<file path="src/include/hefs_pkg.sv">
// Package of register map, field positions and state codes for the host event flag block.
`default_nettype none

package hefs_pkg;

  // ==========================================================================
  // Register indices and byte addresses
  // ==========================================================================
  localparam logic [7:0] HEFS_IDX_LINK_CFG   = 8'h06;
  localparam logic [7:0] HEFS_IDX_IRQ_CFG    = 8'h07;
  localparam logic [7:0] HEFS_IDX_FLAGS      = 8'h2D;
  localparam logic [7:0] HEFS_IDX_INT_STATUS = 8'h30;
  localparam logic [7:0] HEFS_IDX_INT_MASK   = 8'h31;

  localparam int          HEFS_ADDR_W       = 10;
  localparam logic [9:0]  HEFS_ADDR_LINK_CFG   = {HEFS_IDX_LINK_CFG, 2'b00};
  localparam logic [9:0]  HEFS_ADDR_IRQ_CFG    = {HEFS_IDX_IRQ_CFG, 2'b00};
  localparam logic [9:0]  HEFS_ADDR_FLAGS      = {HEFS_IDX_FLAGS, 2'b00};
  localparam logic [9:0]  HEFS_ADDR_INT_STATUS = {HEFS_IDX_INT_STATUS, 2'b00};
  localparam logic [9:0]  HEFS_ADDR_INT_MASK   = {HEFS_IDX_INT_MASK, 2'b00};

  // ==========================================================================
  // Field positions
  // ==========================================================================
  localparam int HEFS_FLAG_STATUS_BIT = 5;
  localparam int HEFS_FLAG_DEBUG_BIT  = 6;
  localparam int HEFS_FLAG_RESET_BIT  = 7;
  localparam int HEFS_LINK_ASYNC_BIT  = 0;
  localparam int HEFS_IRQ_EN_BIT      = 0;
  localparam int HEFS_IRQ_POL_BIT     = 1;
  localparam int HEFS_EV_STATUS       = 0;
  localparam int HEFS_EV_DEBUG        = 1;
  localparam int HEFS_EV_FAULT        = 2;
  localparam int HEFS_EV_W            = 3;

  // ==========================================================================
  // Reset values
  // ==========================================================================
  localparam logic [7:0]          HEFS_IRQ_CFG_RST  = 8'h00;
  localparam logic [HEFS_EV_W-1:0] HEFS_INT_MASK_RST = 3'h0;
  localparam logic [31:0]         HEFS_RDATA_RST    = 32'h0000_0000;

  // ==========================================================================
  // Boot phases
  // ==========================================================================
  typedef enum logic [1:0] {
    HEFS_ST_CAPTURE     = 2'b00,
    HEFS_ST_INIT        = 2'b01,
    HEFS_ST_WAIT_UPLOAD = 2'b10,
    HEFS_ST_RUN         = 2'b11
  } hefs_boot_t;

endpackage : hefs_pkg

`default_nettype wire

</file>
<file path="src/hdl/hefs_top.sv">
// Host event flag generator with Avalon-MM register slave and gated interrupt line.
//
// Behaviour
// RULE_01: Flag 5 shows synchronous command responses queued.
// RULE_02: Flag 6 shows async responses or debug data.
// RULE_03: Async mode routes command responses to flag 6.
// RULE_04: Queue flag one means data, zero none.
// RULE_05: Fatal error sets flag 7.
// RULE_06: Flag 7 set by reset, cleared after upload.
// RULE_07: No interrupt before host configures interrupt type; only host_irq is gated, irq follows masked status from reset.
// RULE_08: Warm reset may restore retained interrupt configuration.
// RULE_09: Flags readable in status register at 0x2D.
// RULE_10: Flags clear when drained; writes ignored.
`default_nettype none

module hefs_top
  import hefs_pkg::*;
(
  input  wire logic                   clk,
  input  wire logic                   reset,
  input  wire logic [HEFS_ADDR_W-1:0] avs_address,
  input  wire logic                   avs_read,
  input  wire logic                   avs_write,
  input  wire logic [31:0]            avs_writedata,
  input  wire logic [3:0]             avs_byteenable,
  output var  logic [31:0]            avs_readdata,
  output var  logic                   avs_waitrequest,
  input  wire logic                   queue_cmd_resp,
  input  wire logic                   queue_async_data,
  input  wire logic                   fatal_error,
  input  wire logic                   init_done,
  input  wire logic                   upload_start,
  input  wire logic                   warm_reset_cause,
  input  wire logic                   retained_cfg_valid,
  input  wire logic [7:0]             retained_cfg,
  output var  logic [7:0]             host_flags,
  output var  logic                   host_irq,
  output var  logic                   irq
);

  // ==========================================================================
  // State
  // ==========================================================================
  typedef struct packed {
    logic                 ack;
    logic [31:0]          rdata;
    logic                 async_mode;
    logic [7:0]           irq_cfg;
    logic                 irq_cfg_valid;
    logic                 reset_fault;
    hefs_boot_t           st;
    logic [1:0]           q_flags;
    logic [HEFS_EV_W-1:0] int_status;
    logic [HEFS_EV_W-1:0] int_mask;
  } hefs_state_t;

  hefs_state_t state_reg;
  hefs_state_t state_next;

  function automatic logic hefs_hit(input logic [HEFS_ADDR_W-1:0] a,
                                    input logic [HEFS_ADDR_W-1:0] r);
    hefs_hit = (a == r);
  endfunction : hefs_hit

  // ==========================================================================
  // Bus handshake
  // ==========================================================================
  // One wait state: read data is registered in the first cycle and stands at
  // the completing edge, which keeps the read path off the address decoder.
  logic       bus_req;
  logic       bus_done;
  logic       wr_done;
  logic       rd_done;
  logic       status_rd;
  logic [1:0] q_live;
  logic [HEFS_EV_W-1:0] events;
  logic       irq_pending;

  assign bus_req         = avs_read || avs_write;
  assign avs_waitrequest = bus_req && !state_reg.ack;
  assign bus_done        = bus_req && state_reg.ack;
  assign wr_done         = bus_done && avs_write && avs_byteenable[0];
  assign rd_done         = bus_done && avs_read;
  assign status_rd       = rd_done && hefs_hit(avs_address, HEFS_ADDR_INT_STATUS);

  // ==========================================================================
  // Queue flag derivation
  // ==========================================================================
  always_comb begin
    q_live = 2'b00;
    if (!state_reg.async_mode) begin
      q_live[0] = queue_cmd_resp; // [RULE_01]
    end
    q_live[1] = queue_async_data || (state_reg.async_mode && queue_cmd_resp); // [RULE_02] [RULE_03]
  end

  assign events[HEFS_EV_STATUS] = q_live[0] && !state_reg.q_flags[0];
  assign events[HEFS_EV_DEBUG]  = q_live[1] && !state_reg.q_flags[1];
  assign events[HEFS_EV_FAULT]  = fatal_error;

  // ==========================================================================
  // Next state
  // ==========================================================================
  always_comb begin
    state_next     = state_reg;
    state_next.ack = bus_req && !state_reg.ack;
    // Level inputs drop straight back to zero once the host drains the queue.
    state_next.q_flags = q_live; // [RULE_04] [RULE_10]

    if (bus_req && !state_reg.ack && avs_read) begin
      state_next.rdata = HEFS_RDATA_RST;
      if (hefs_hit(avs_address, HEFS_ADDR_FLAGS)) begin
        state_next.rdata[7:0] = host_flags; // [RULE_09]
      end else if (hefs_hit(avs_address, HEFS_ADDR_LINK_CFG)) begin
        state_next.rdata[HEFS_LINK_ASYNC_BIT] = state_reg.async_mode;
      end else if (hefs_hit(avs_address, HEFS_ADDR_IRQ_CFG)) begin
        state_next.rdata[7:0] = state_reg.irq_cfg;
      end else if (hefs_hit(avs_address, HEFS_ADDR_INT_STATUS)) begin
        state_next.rdata[HEFS_EV_W-1:0] = state_reg.int_status;
      end else if (hefs_hit(avs_address, HEFS_ADDR_INT_MASK)) begin
        state_next.rdata[HEFS_EV_W-1:0] = state_reg.int_mask;
      end
    end

    // The flag register has no write path at all.
    if (wr_done) begin // [RULE_10]
      if (hefs_hit(avs_address, HEFS_ADDR_LINK_CFG)) begin
        state_next.async_mode = avs_writedata[HEFS_LINK_ASYNC_BIT];
      end
      if (hefs_hit(avs_address, HEFS_ADDR_IRQ_CFG)) begin
        state_next.irq_cfg       = avs_writedata[7:0];
        state_next.irq_cfg_valid = 1'b1; // [RULE_07]
      end
      if (hefs_hit(avs_address, HEFS_ADDR_INT_MASK)) begin
        state_next.int_mask = avs_writedata[HEFS_EV_W-1:0];
      end
    end

    // Read clears, but an event in the same cycle survives.
    if (status_rd) begin
      state_next.int_status = events;
    end else begin
      state_next.int_status = state_reg.int_status | events;
    end

    case (state_reg.st)
      HEFS_ST_CAPTURE: begin
        // Retained configuration is caught one cycle after release.
        if (warm_reset_cause && retained_cfg_valid) begin
          state_next.irq_cfg       = retained_cfg; // [RULE_08]
          state_next.irq_cfg_valid = 1'b1;
        end
        state_next.st = HEFS_ST_INIT;
      end
      HEFS_ST_INIT: begin
        if (init_done) begin
          state_next.st = HEFS_ST_WAIT_UPLOAD;
        end
      end
      HEFS_ST_WAIT_UPLOAD: begin
        if (upload_start) begin
          state_next.st          = HEFS_ST_RUN;
          state_next.reset_fault = 1'b0; // [RULE_06]
        end
      end
      HEFS_ST_RUN: begin
        state_next.st = HEFS_ST_RUN;
      end
      default: begin
        state_next.st = HEFS_ST_INIT;
      end
    endcase

    if (fatal_error) begin
      state_next.reset_fault = 1'b1; // [RULE_05]
    end
  end

  // ==========================================================================
  // Registers
  // ==========================================================================
  always_ff @(posedge clk) begin
    if (reset) begin
      state_reg.ack           <= 1'b0;
      state_reg.rdata         <= HEFS_RDATA_RST;
      state_reg.async_mode    <= 1'b0;
      state_reg.irq_cfg       <= HEFS_IRQ_CFG_RST;
      state_reg.irq_cfg_valid <= 1'b0;
      state_reg.reset_fault   <= 1'b1; // [RULE_06]
      state_reg.st            <= HEFS_ST_CAPTURE;
      state_reg.q_flags       <= 2'b00;
      state_reg.int_status    <= 3'h0;
      state_reg.int_mask      <= HEFS_INT_MASK_RST;
    end else begin
      state_reg <= state_next;
    end
  end

  // ==========================================================================
  // Outputs
  // ==========================================================================
  always_comb begin
    host_flags                       = 8'h00;
    host_flags[HEFS_FLAG_STATUS_BIT] = state_reg.q_flags[0];
    host_flags[HEFS_FLAG_DEBUG_BIT]  = state_reg.q_flags[1];
    host_flags[HEFS_FLAG_RESET_BIT]  = state_reg.reset_fault;
  end

  assign avs_readdata = state_reg.rdata;
  assign irq_pending  = |(state_reg.int_status & state_reg.int_mask);
  assign irq          = irq_pending;

  // Until a type is configured the pad stays low: its polarity is unknown,
  // so any level could read as an assertion on the host side.
  assign host_irq = state_reg.irq_cfg_valid && state_reg.irq_cfg[HEFS_IRQ_EN_BIT] &&
                    (irq_pending ^ state_reg.irq_cfg[HEFS_IRQ_POL_BIT]); // [RULE_07]
endmodule : hefs_top

`default_nettype wire

</file>
<file path="config.mk">
export PLATFORM = sky130hd
export DESIGN_NAME = hefs_top
export DESIGN_NICKNAME = d
export VERILOG_FILES = /design/src/include/hefs_pkg.sv /design/src/hdl/hefs_top.sv
export SDC_FILE = /design/constraint.sdc
export NUM_CORES = 1
export LEC_CHECK = 0
export BUFFER_PORTS_ARGS = -buffer_cell sky130_fd_sc_hd__buf_4
export CORE_MARGIN = 1
export CORE_UTILIZATION = 38
export DETAILED_ROUTE_END_ITERATION = 12
export PLACE_DENSITY_LB_ADDON = 0.08
export SLEW_MARGIN = 0
export SYNTH_ARGS = -nofsm -noshare
export SYNTH_HDL_FRONTEND = slang
export SYNTH_SLANG_ARGS = --single-unit
</file>
<file path="constraint.sdc">
create_clock -name clk -period 2 [get_ports clk]
set_input_delay 0.5 -clock clk [delete_from_list [all_inputs] [get_ports clk]]
set_output_delay 0.5 -clock clk [all_outputs]
set_load 0.05 [all_outputs]
</file>
After elaboration in Yosys (flattened, before gate mapping)
Index checks and enable logic that the tools add are counted.

storage, ports and cells
  word-level logic and storage cells = 64
  flip-flop bits (word level) = 30
  bits of input ports = 65
  output and inout port bits = 43

operators by class
  mux-type cells = 16
  reduce and logical (&&, ||, !) cells = 25
  bitwise gates (word level) = 3
  equality and inequality tests = 10

operators with widths
  cell                                             count
  two-way mux 9 bit                                4
  == test 10 x 8 -> 1 bit (second input constant)  3
  == test 10 x 5 -> 1 bit (second input constant)  2
  logical AND 1 bit                                13
  two-way mux 3 bit                                4
  two-way mux 8 bit                                1
  case mux 2 bit (4 select lines)                  1
  AND reduction 2 bit                              4
  two-way mux 7 bit                                1
  two-way mux 5 bit                                1
  == test 2 bit (second input constant)            2
  two-way mux 2 bit                                2
  != test 2 bit (second input constant)            2
  AND 3 bit                                        1
  zero test 1 bit                                  3
  bitwise OR 3 bit                                 1
  OR reduction 3 bit                               1
  == test 2 x 1 -> 1 bit (second input constant)   1
  zero test 2 bit                                  1
  logical OR 1 bit                                 2
  two-way mux 1 bit                                2
  OR reduction 2 bit                               1
  XOR 1 bit                                        1

Longest topological paths before layout
Gate-level depths: netlist of the first run.

  depth in word-level cells = 7
  mapped depth = 5
  gate-level depth less buffers = 4

Worst setup path after synthesis of the first run
No wires, ideal clock.

  kind = in2reg
  start point = input avs_address[1]
  end point = register state_reg[3] (netlist bit)
  buffers on the path = 0
  data required time = 1.883 ns
  setup slack = -0.023 ns
  cell stages on the path = 4
  data arrival time = 1.907 ns
  library setup time = 0.117 ns
  cells stage by stage = or4b_4 or3_4 o31a_1 a22o_1

between the ends
  cells in the longest elaborated chain, start to end = 3

RTL lines
  item                     RTL line         source
  start, declared          hefs_top.sv:21   input wire logic [HEFS_ADDR_W-1:0] avs_address,
  == test 10 x 8 -> 1 bit  hefs_top.sv:62   hefs_hit = (a == r);
  logical AND 1 bit        hefs_top.sv:84   assign status_rd = rd_done && hefs_hit(avs_address, HEFS_ADDR_INT_STATUS);
  two-way mux 3 bit        hefs_top.sv:140  if (status_rd) begin
  end signal, assigned     hefs_top.sv:195  state_reg <= state_next;
  end, declared            hefs_top.sv:57   hefs_state_t state_reg;

Every way passes these cells.
A chain may end at the register's enable or synchronous reset.

Worst setup path after layout of the first run
  start point = register state_reg[5] (netlist bit)
  end point = output host_irq

between the ends
  cells in the longest elaborated chain, start to end = 4

RTL lines
  item                RTL line         source
  AND 3 bit           hefs_top.sv:210  assign irq_pending = |(state_reg.int_status & state_reg.int_mask);
  OR reduction 3 bit  hefs_top.sv:210
  XOR 1 bit           hefs_top.sv:216  (irq_pending ^ state_reg.irq_cfg[HEFS_IRQ_POL_BIT]);
  logical AND 1 bit   hefs_top.sv:215  assign host_irq = state_reg.irq_cfg_valid && state_reg.irq_cfg[HEFS_IRQ_EN_BIT] &&
  end, declared       hefs_top.sv:37   output var logic host_irq,

Every way passes these cells.

==> key figures, run 1 <==
Placed design
  – Placed Cells: 300
  – GPL Wtd Cong: 0.7723
  – Detailed Place HPWL: 2.924 mm
  – Placed cell area: 2077 um2
  – Port bufs: 51

Worst setup path
  – Slowest-stage cell, CP: dfxtp_1
  – CP Capture Type: output pin
  – Worst Setup Start Kind: register
  – Worst-path fanout max: 3
  – Required @ worst endpoint: 1500 ps
  – WP data arrival: 1400 ps
  – Worst-path cell chain: a22oi_1, nand2_1, xor2_1, and3_1, buf_6
  – Crit-path max cell delay: 320 ps
  – Crit Path Class: register to output pin

Clock tree
  – Clock sink count: 30
  – Post-CTS Setup Inserts: 0
  – CTS tree: built
  – Maximum root-to-sink buffer count: 2
  – Worst-skew pair later-pin latency: 280 ps
  – H-tree depth: 2
  – Clock slew at reported path FFs: 60 ps
  – TritonCTS buffer count: 5
  – Root Driver: clkbuf_8
  – CTS Hold Bufs: 0

Final layout
  – P&R area growth vs syn: 26.75%
  – Net count, final: 320
  – Layout cells sized above 1: 0.3281
  – Layout Cell Area excl Fill: 2176 um2
  – Max reg flops: 19
  – Reg area: 600.6 um2
  – ANT cells: 0
  – Multi-input logic area: 878.3 um2
  – Non-Filler Instances: 308
  – End-of-flow core utilization: 0.4997
  – Fillers: 434

GRT
  – Total gr overflow: 0
  – Initial antenna violation count: 0
  – Total track usage: 0.1715
  – Global-route wire length before repair: 6.430 mm
  – Largest net degree at the start of global routing: 24
  – Vias in the first global route: 1316

Logic synthesis
  – Post-synth top cells: buf_4 (40), dfxtp_1 (30), nor2_1 (16)
  – Synthesized area: 1717 um2
  – Sequential share of the synthesized area: 0.3499
  – Gate Count Post-Synth: 198
  – Post-synth EDFFs: 0
  – Syn avg cell area: 8.670 um2
  – Post-synthesis cell type count: 42
  – Async S/R FF share, synth: 0
  – Main synth FF type: dfxtp_1
  – Cell taking the most area after synthesis: dfxtp_1
  – Most common cell in the netlist: buf_4
  – Synth area leaders: dfxtp_1 (35%), buf_4 (17%), mux2i_1 (8.7%), a211oi_1 (3.5%), nor2_1 (3.5%)
  – Seq cells post-synth: 30
  – Synth top area share: 0.3499
  – Synth warn: 0

Die
  – Die area: 4790 um2
  – Die Wd: 69.21 um
  – Core ar.: 4354 um2
  – # rows: 24
  – Initial core utilization: 0.3943
  – Die Y: 69.21 um
  – I/O Pins: 108

Detailed routing
  – First-pass DRT Iterations: 4
  – Drc violations: 0
  – Vias: 1463
  – Routed length per instance: 12.48 um
  – Post-DRT Antenna Nets: 0
  – Final Routed Wirelength: 3.844 mm
  – Avg Vias per Cell: 4.750
  – Drt initial violations: 58

Timing
  – RSZ-0062 raised after global routing: no
  – Max Freq: 0.5269 GHz
  – Final Hold Viols: 0
  – Final min period: 1898 ps
  – Final Cycle Share: 0.9490
  – Max-slew violation count: 0
  – Setup Viol. Count Final: 0
  – Clk_skew: 4.795 ps

Flow run
  – Max-Cap Viols: 0

Power and ir drop
  – Max VDD drop: 0.4381 mV
  – Pleak: 0.001037 uW
  – Pwr dens: 691.7 nW/um2

Run status
  – Status: complete, no violations

Hold path
  – HP Class: primary input to register
-- cell families (layout without fill, tap and decap cells) --
kind of cell	Yosys count	in the layout	synth area share
other	1	29	0.002184
AO/OA/AOI/OAI	38	38	0.1502
multiplexers	15	15	0.08746
flip-flops	30	30	0.3499
XOR/XNOR	1	1	0.005103
AND/OR/NAND/NOR	62	62	0.2055
buffers and inverters	51	81	0.1997
-- power breakdown --
| group | leakage [uW] | internal, uW | switching, uW |
|---|---|---|---|
| clock | 0.0000472 | 276 | 235 |
| sequential | 0.000246 | 627 | 21.5 |
| combinational | 0.000744 | 114 | 231 |
| total | 0.00104 | 1020 | 488 |
-- area by class of cell --
type                       instances  area share
timing repair buffer              69      0.2398
multi-input combinational        145      0.4037
sequential                        30      0.2760
inverter                           4    0.006901
clock inverter                     2    0.005750
clock buffer                       6     0.03795
tap                               52     0.02990
-- layout by cell type, fill, tap and decap left out, drive strengths merged, types with 2 or more instances in the layout --
master,netlist,final
buf,42,69
nor3b,3,3
a31oi,3,3
nor4,3,3
nand4,2,2
nor2b,2,2
clkbuf,5,6
nand3,8,8
a211oi,8,8
o21ai,7,7
a21oi,8,8
o31ai,4,4
mux2i,15,15
nand2,11,11
nor2,16,16
conb,1,29
and3,2,2
nor3,3,3
dfxtp,30,30
and2,2,2
inv,4,4
a21o,2,2
-- per-stage QoR --
stage          power, uW  hold slack [ps]  TNS [ps]  worst slack (ps)
2_1_floorplan      937.8            429.9         0             13.78
3_3_place_gp        1007            441.9    -597.2            -126.4
3_5_place_dp        1008            446.3    -547.9            -130.3
4_1_cts             1520            436.1         0             72.04
5_1_grt             1579            448.4         0             6.366
6_report            1505            443.3         0             102.0
-- final timing paths --
path	cells past startpoint	start	slack, ps	endpoint
worst max-delay path	5	state_reg[5]	100	host_irq
worst min-delay path	3	queue_async_data	440	host_flags[6]
worst max register to register	5	state_reg[53]	640	state_reg[13]
worst min register to register	2	avs_readdata[4]	450	avs_readdata[4]
-- worst max-delay path: cells and delay by family, from the launching register on --
kind	cells	cell delay, ps
buf+inv	1	160
compound gates	1	170
flops	1	320
xor+xnor	1	150
simple gates	2	310
-- what timing repair did --
item | 4_1_cts | 5_1_grt
endpoints found under the setup margin | 0 | 1
gates resized for setup | 0 | 1
hold endpoints to repair | 0 | 0
-- per-layer routing --
| layer | part of all wire | global-route usage | up-vias |
|---|---|---|---|
| li1 | - | - | 751 |
| met1 | 0.49 | 0.2271 | 647 |
| met2 | 0.44 | 0.2567 | 59 |
| met3 | 0.060 | 0.05378 | 6 |
| met4 | 0.017 | 0.07256 | 0 |
| met5 | 0 | 0 | - |
Power figures use the tool's default switching activity.
==> run 2: changes to the inputs <==
- RECOVER_POWER: default -> 25
==> run 2 against run 1 <==
  * Utilization down 0.52 points
  * Worst setup slack better by 9.6 ps
  * Critical path depth unchanged
  * Fmax up 0.51%
  * Highest routed layer unchanged
==> key figures, run 2 (synthesis gave the netlist of run 1 again) <==
Run status
  – Status: complete, no violations

GRT
  – Vias in the first global route: 1316
  – Total gr overflow: 0
  – Initial antenna violation count: 0
  – Largest net degree at the start of global routing: 24
  – Total track usage: 0.1715
  – Global-route wire length before repair: 6.430 mm

Detailed routing
  – Drt initial violations: 57
  – Routed length per instance: 12.46 um
  – Final Routed Wirelength: 3.838 mm
  – Drc violations: 0
  – Vias: 1479
  – Avg Vias per Cell: 4.802
  – Post-DRT Antenna Nets: 0
  – First-pass DRT Iterations: 4

Final layout
  – Fillers: 440
  – Most common cell after layout, fill and taps aside: buf_4
  – P&R area growth vs syn: 25.44%
  – Layout cells sized above 1: 0.3047
  – ANT cells: 0
  – Reg area: 600.6 um2
  – Multi-input logic area: 878.3 um2
  – Net count, final: 320
  – Max reg flops: 19
  – Most frequent cells in the layout: buf_4 (61), dfxtp_1 (30), conb_1 (29)

Timing
  – Clk_skew: 5.251 ps
  – Slew margin rel.: 0.2694
  – Worst Tran Pin Value: 1096 ps
  – Worst hold margin: 442.2 ps
  – Final WS setup: 111.6 ps
  – Max Freq: 0.5295 GHz
  – Final Hold Viols: 0
  – Max-slew violation count: 0
  – RSZ-0062 raised after global routing: no
  – Setup Viol. Count Final: 0
  – Final min period: 1888 ps
  – Final Cycle Share: 0.9442

Placed design
  – GPL Wtd Cong: 0.7723
  – Setup WS pre-CTS: -130.3 ps
  – Port bufs: 51
  – Detailed Place HPWL: 2.924 mm

Flow run
  – Max-Cap Viols: 0

Hold path
  – HP Class: primary input to register
  – Min-delay src: queue_async_data

Die
  – I/O Pins: 108
  – # rows: 24
  – Die Wd: 69.21 um
  – Initial core utilization: 0.3943
  – Die Y: 69.21 um
  – Core ar.: 4354 um2
  – Die area: 4790 um2

Worst setup path
  – Worst setup startpoint: state_reg[5]
  – Worst-path fanout max: 3
  – Worst Setup Start Kind: register
  – Crit Reg-Reg Startpoint: state_reg[53]
  – Required @ worst endpoint: 1500 ps
  – Internal reg-to-reg setup slack: 630 ps
  – CP Capture Type: output pin
  – WP data arrival: 1390 ps
  – Crit Path Class: register to output pin

Clock tree
  – TritonCTS buffer count: 5
  – Worst-skew pair later-pin latency: 280 ps
  – H-tree depth: 2
  – Post-CTS Setup Inserts: 0
  – Clock slew at reported path FFs: 60 ps
  – Root Driver: clkbuf_8
  – Clock sink count: 30
  – CTS tree: built
  – Maximum root-to-sink buffer count: 2

Power and ir drop
  – Pleak: 0.001012 uW
  – Max VDD drop: 0.4339 mV
  – Pwr dens: 695.5 nW/um2
run 2: final timing paths:
check,end,cells after the start
hold / removal,host_flags[6],3
setup reg to reg,state_reg[13],5
hold reg to reg,avs_readdata[3],2
setup / recovery,host_irq,5
run 2: cell type report:
class	instances	share of cell area
inverter	4	0.006973
sequential	30	0.2789
tap	52	0.03021
timing repair buffer	69	0.2318
clock buffer	6	0.03835
multi-input combinational	145	0.4079
clock inverter	2	0.005811
run 2: power by group:
part / total [uW] / internal [uW] / switching, uW
Combinational: 341 / 110 / 231
Clock: 508 / 276 / 232
Sequential: 649 / 627 / 21.4
run 2: routing by layer:
metal / vias to the layer above / track usage / part of all wire
met5: - / 0 / 0
met1: 650 / 0.2271 / 0.47
met2: 74 / 0.2567 / 0.44
met3: 6 / 0.05378 / 0.074
met4: 0 / 0.07256 / 0.017
li1: 749 / - / -
run 2: repair_timing:
item / CTS / global route
hold endpoints to repair: 0 / 0
hold buffers: 0 / 0
setup endpoints to repair: 0 / 1
gates resized for setup: 0 / 1
run 2: critical path, stage by stage, from the launching register on:
cell and delay [ps]:
dfxtp_1 320, a22oi_1 170, nand2_1 110, xor2_1 150, and3_1 200, buf_6 150
run 2: per-stage QoR:
stage                       util  setup TNS, ps  power (uW)  area (um2)  instances
after CTS                 0.4989              0        1520        2172        308
after detailed placement  0.4770         -547.9        1008        2077        300
final                     0.4945              0        1498        2153        308
after global placement    0.4770         -597.2        1007        2077        300
after global routing      0.4945              0        1575        2153        308
after floorplan                -              0       937.8        1822        226
==> run 3: changes to the inputs <==
- CORE_UTILIZATION: 38 -> 40
- CTS_BUF_LIST: default -> sky130_fd_sc_hd__clkbuf_4
==> run 3 against run 2 <==
  * Power is 11% lower
  * Combinational power hardly changed
  * Utilization is 2.9 points higher
  * Fmax is 0.48% lower
  * Clock-buffer cell count is 1 lower
  * Clock skew is 5.1 ps higher
  * First-iteration DRC count is 23% higher
  * Sequential share of layout area is 0.42 points higher
  * Worst setup slack worse by 9.1 ps
  * Sequential cell count stayed put
  * Sequential power hardly changed
  * Final cell count is 0.65% lower
==> key figures, run 3 (synthesis gave the netlist of run 1 again) <==
Run status
  – Status: complete, no violations

Timing
  – Slew margin rel.: 0.6008
  – RSZ-0062 raised after global routing: no
  – Final min period: 1897 ps
  – Final Cycle Share: 0.9487
  – Setup TNS: 0 ps
  – Max Freq: 0.5270 GHz
  – Final Hold Viols: 0
  – Setup Viol. Count Final: 0
  – Max-slew violation count: 0
  – Worst hold margin: 391.7 ps
  – Clk_skew: 10.39 ps
  – Worst Tran Pin Value: 601.3 ps

GRT
  – Vias in the first global route: 1333
  – Initial antenna violation count: 0
  – GRT met3 Usage: 0.05743
  – M1 GR Usage: 0.2307
  – Largest net degree at the start of global routing: 25
  – Total track usage: 0.1829
  – Global-route wire length before repair: 6.044 mm
  – M2 GR Usage: 0.2908
  – Total gr overflow: 0
  – GR peak layer: met2

Die
  – Core ar.: 4058 um2
  – I/O Pins: 108
  – # rows: 23
  – Die Y: 67.51 um
  – Die area: 4558 um2
  – Die Wd: 67.51 um
  – Initial core utilization: 0.4231

Worst setup path
  – Worst-path fanout max: 3
  – Slowest-stage cell, CP: dfxtp_1
  – Cell family with most CP delay: flip-flops
  – Worst-path cell chain: a22oi_2, nand2_2, xor2_1, and3_1, buf_6
  – Worst path bufs/invs: 1
  – Crit-path max cell delay: 350 ps
  – Worst Setup Start Kind: register
  – WP data arrival: 1400 ps
  – Required @ worst endpoint: 1500 ps
  – CP Capture Type: output pin
  – Crit Reg-Reg Startpoint: state_reg[53]
  – Worst setup startpoint: state_reg[2]
  – Crit Path Class: register to output pin

Detailed routing
  – Drc violations: 0
  – Vias: 1474
  – Routed length per instance: 12.66 um
  – Drt initial violations: 70
  – Avg Vias per Cell: 4.817
  – Post-DRT Antenna Nets: 0
  – First-pass DRT Iterations: 4
  – Final Routed Wirelength: 3.874 mm

Placed design
  – GPL Wtd Cong: 0.7738
  – Port bufs: 51
  – Detailed Place HPWL: 2.990 mm

Power and ir drop
  – Register share of total power: 0.486
  – P_int: 868.3 uW
  – Switching Share: 0.3503
  – Psw: 468.3 uW
  – Max VDD drop: 0.3182 mV
  – Clock power frac: 0.260
  – Pwr dens: 628.7 nW/um2
  – Pleak: 0.001000 uW
  – Combinational share of power: 0.255

Final layout
  – Multi-input logic area: 885.9 um2
  – Max reg flops: 19
  – Layout cells sized above 1: 0.3203
  – P&R area growth vs syn: 23.83%
  – Most common cell after layout, fill and taps aside: buf_4
  – Net count, final: 320
  – Most frequent cells in the layout: buf_4 (64), conb_1 (29), dfxtp_1 (29)
  – Fillers: 426
  – ANT cells: 0
  – Reg area: 601.8 um2

Clock tree
  – Worst-skew pair later-pin latency: 330 ps
  – Root Driver: clkbuf_4
  – Maximum root-to-sink buffer count: 2
  – CTS Hold Bufs: 0
  – H-tree depth: 2
  – TritonCTS buffer count: 5
  – Clock sink count: 30
  – Clock slew at reported path FFs: 100 ps
  – CTS tree: built

Flow run
  – Max-Cap Viols: 0

Hold path
  – HP Class: primary input to register
  – Min-delay src: queue_async_data
[run 3: layer usage]
layer | vias up | share of wire
li1 | 751 | -
met2 | 52 | 0.45
met3 | 5 | 0.063
met4 | 0 | 0.013
met1 | 666 | 0.48
met5 | - | 0
[run 3: tightest hold or removal path, stage by stage]
cell and delay, ps:
buf_4 80, a21oi_1 40, nor2_1 70
[run 3: through the flow]
stage	instances	util	area, um2	power [uW]	worst slack (ps)
floorplan	226	-	1822	937.8	13.78
global placement	297	0.5094	2067	1004	-132.0
detailed placement	297	0.5094	2067	1004	-126.6
CTS	305	0.5227	2121	1350	2.991
global route	306	0.5239	2126	1411	3.650
finish	306	0.5239	2126	1337	102.5
[run 3: power by group through the flow]
| stage | clock network [uW] | logic, uW | registers, uW |
|---|---|---|---|
| floorplan | 0 | 283 | 655 |
| global placement | 0 | 341 | 663 |
| detailed placement | 0 | 341 | 663 |
| CTS | 358 | 343 | 649 |
| global route | 390 | 367 | 654 |
| finish | 347 | 340 | 649 |
[run 3: cell type report]
type / instances / share of cell area
clock buffer: 5 / 0.01766
clock inverter: 3 / 0.007652
inverter: 4 / 0.007063
multi-input combinational: 145 / 0.4167
sequential: 30 / 0.2831
tap: 50 / 0.02943
timing repair buffer: 69 / 0.2384
[run 3: timing repair]
action                                  4_1_cts  5_1_grt
endpoints found under the setup margin        0        1
buffers inserted                              0        1
resized for setup                             0        4
[run 3: final timing paths]
kind	cells past startpoint	end	slack [ps]
min reg2reg	2	avs_readdata[3]	460
max reg2reg	5	state_reg[13]	570
min	3	host_flags[6]	390
max	5	host_irq	100
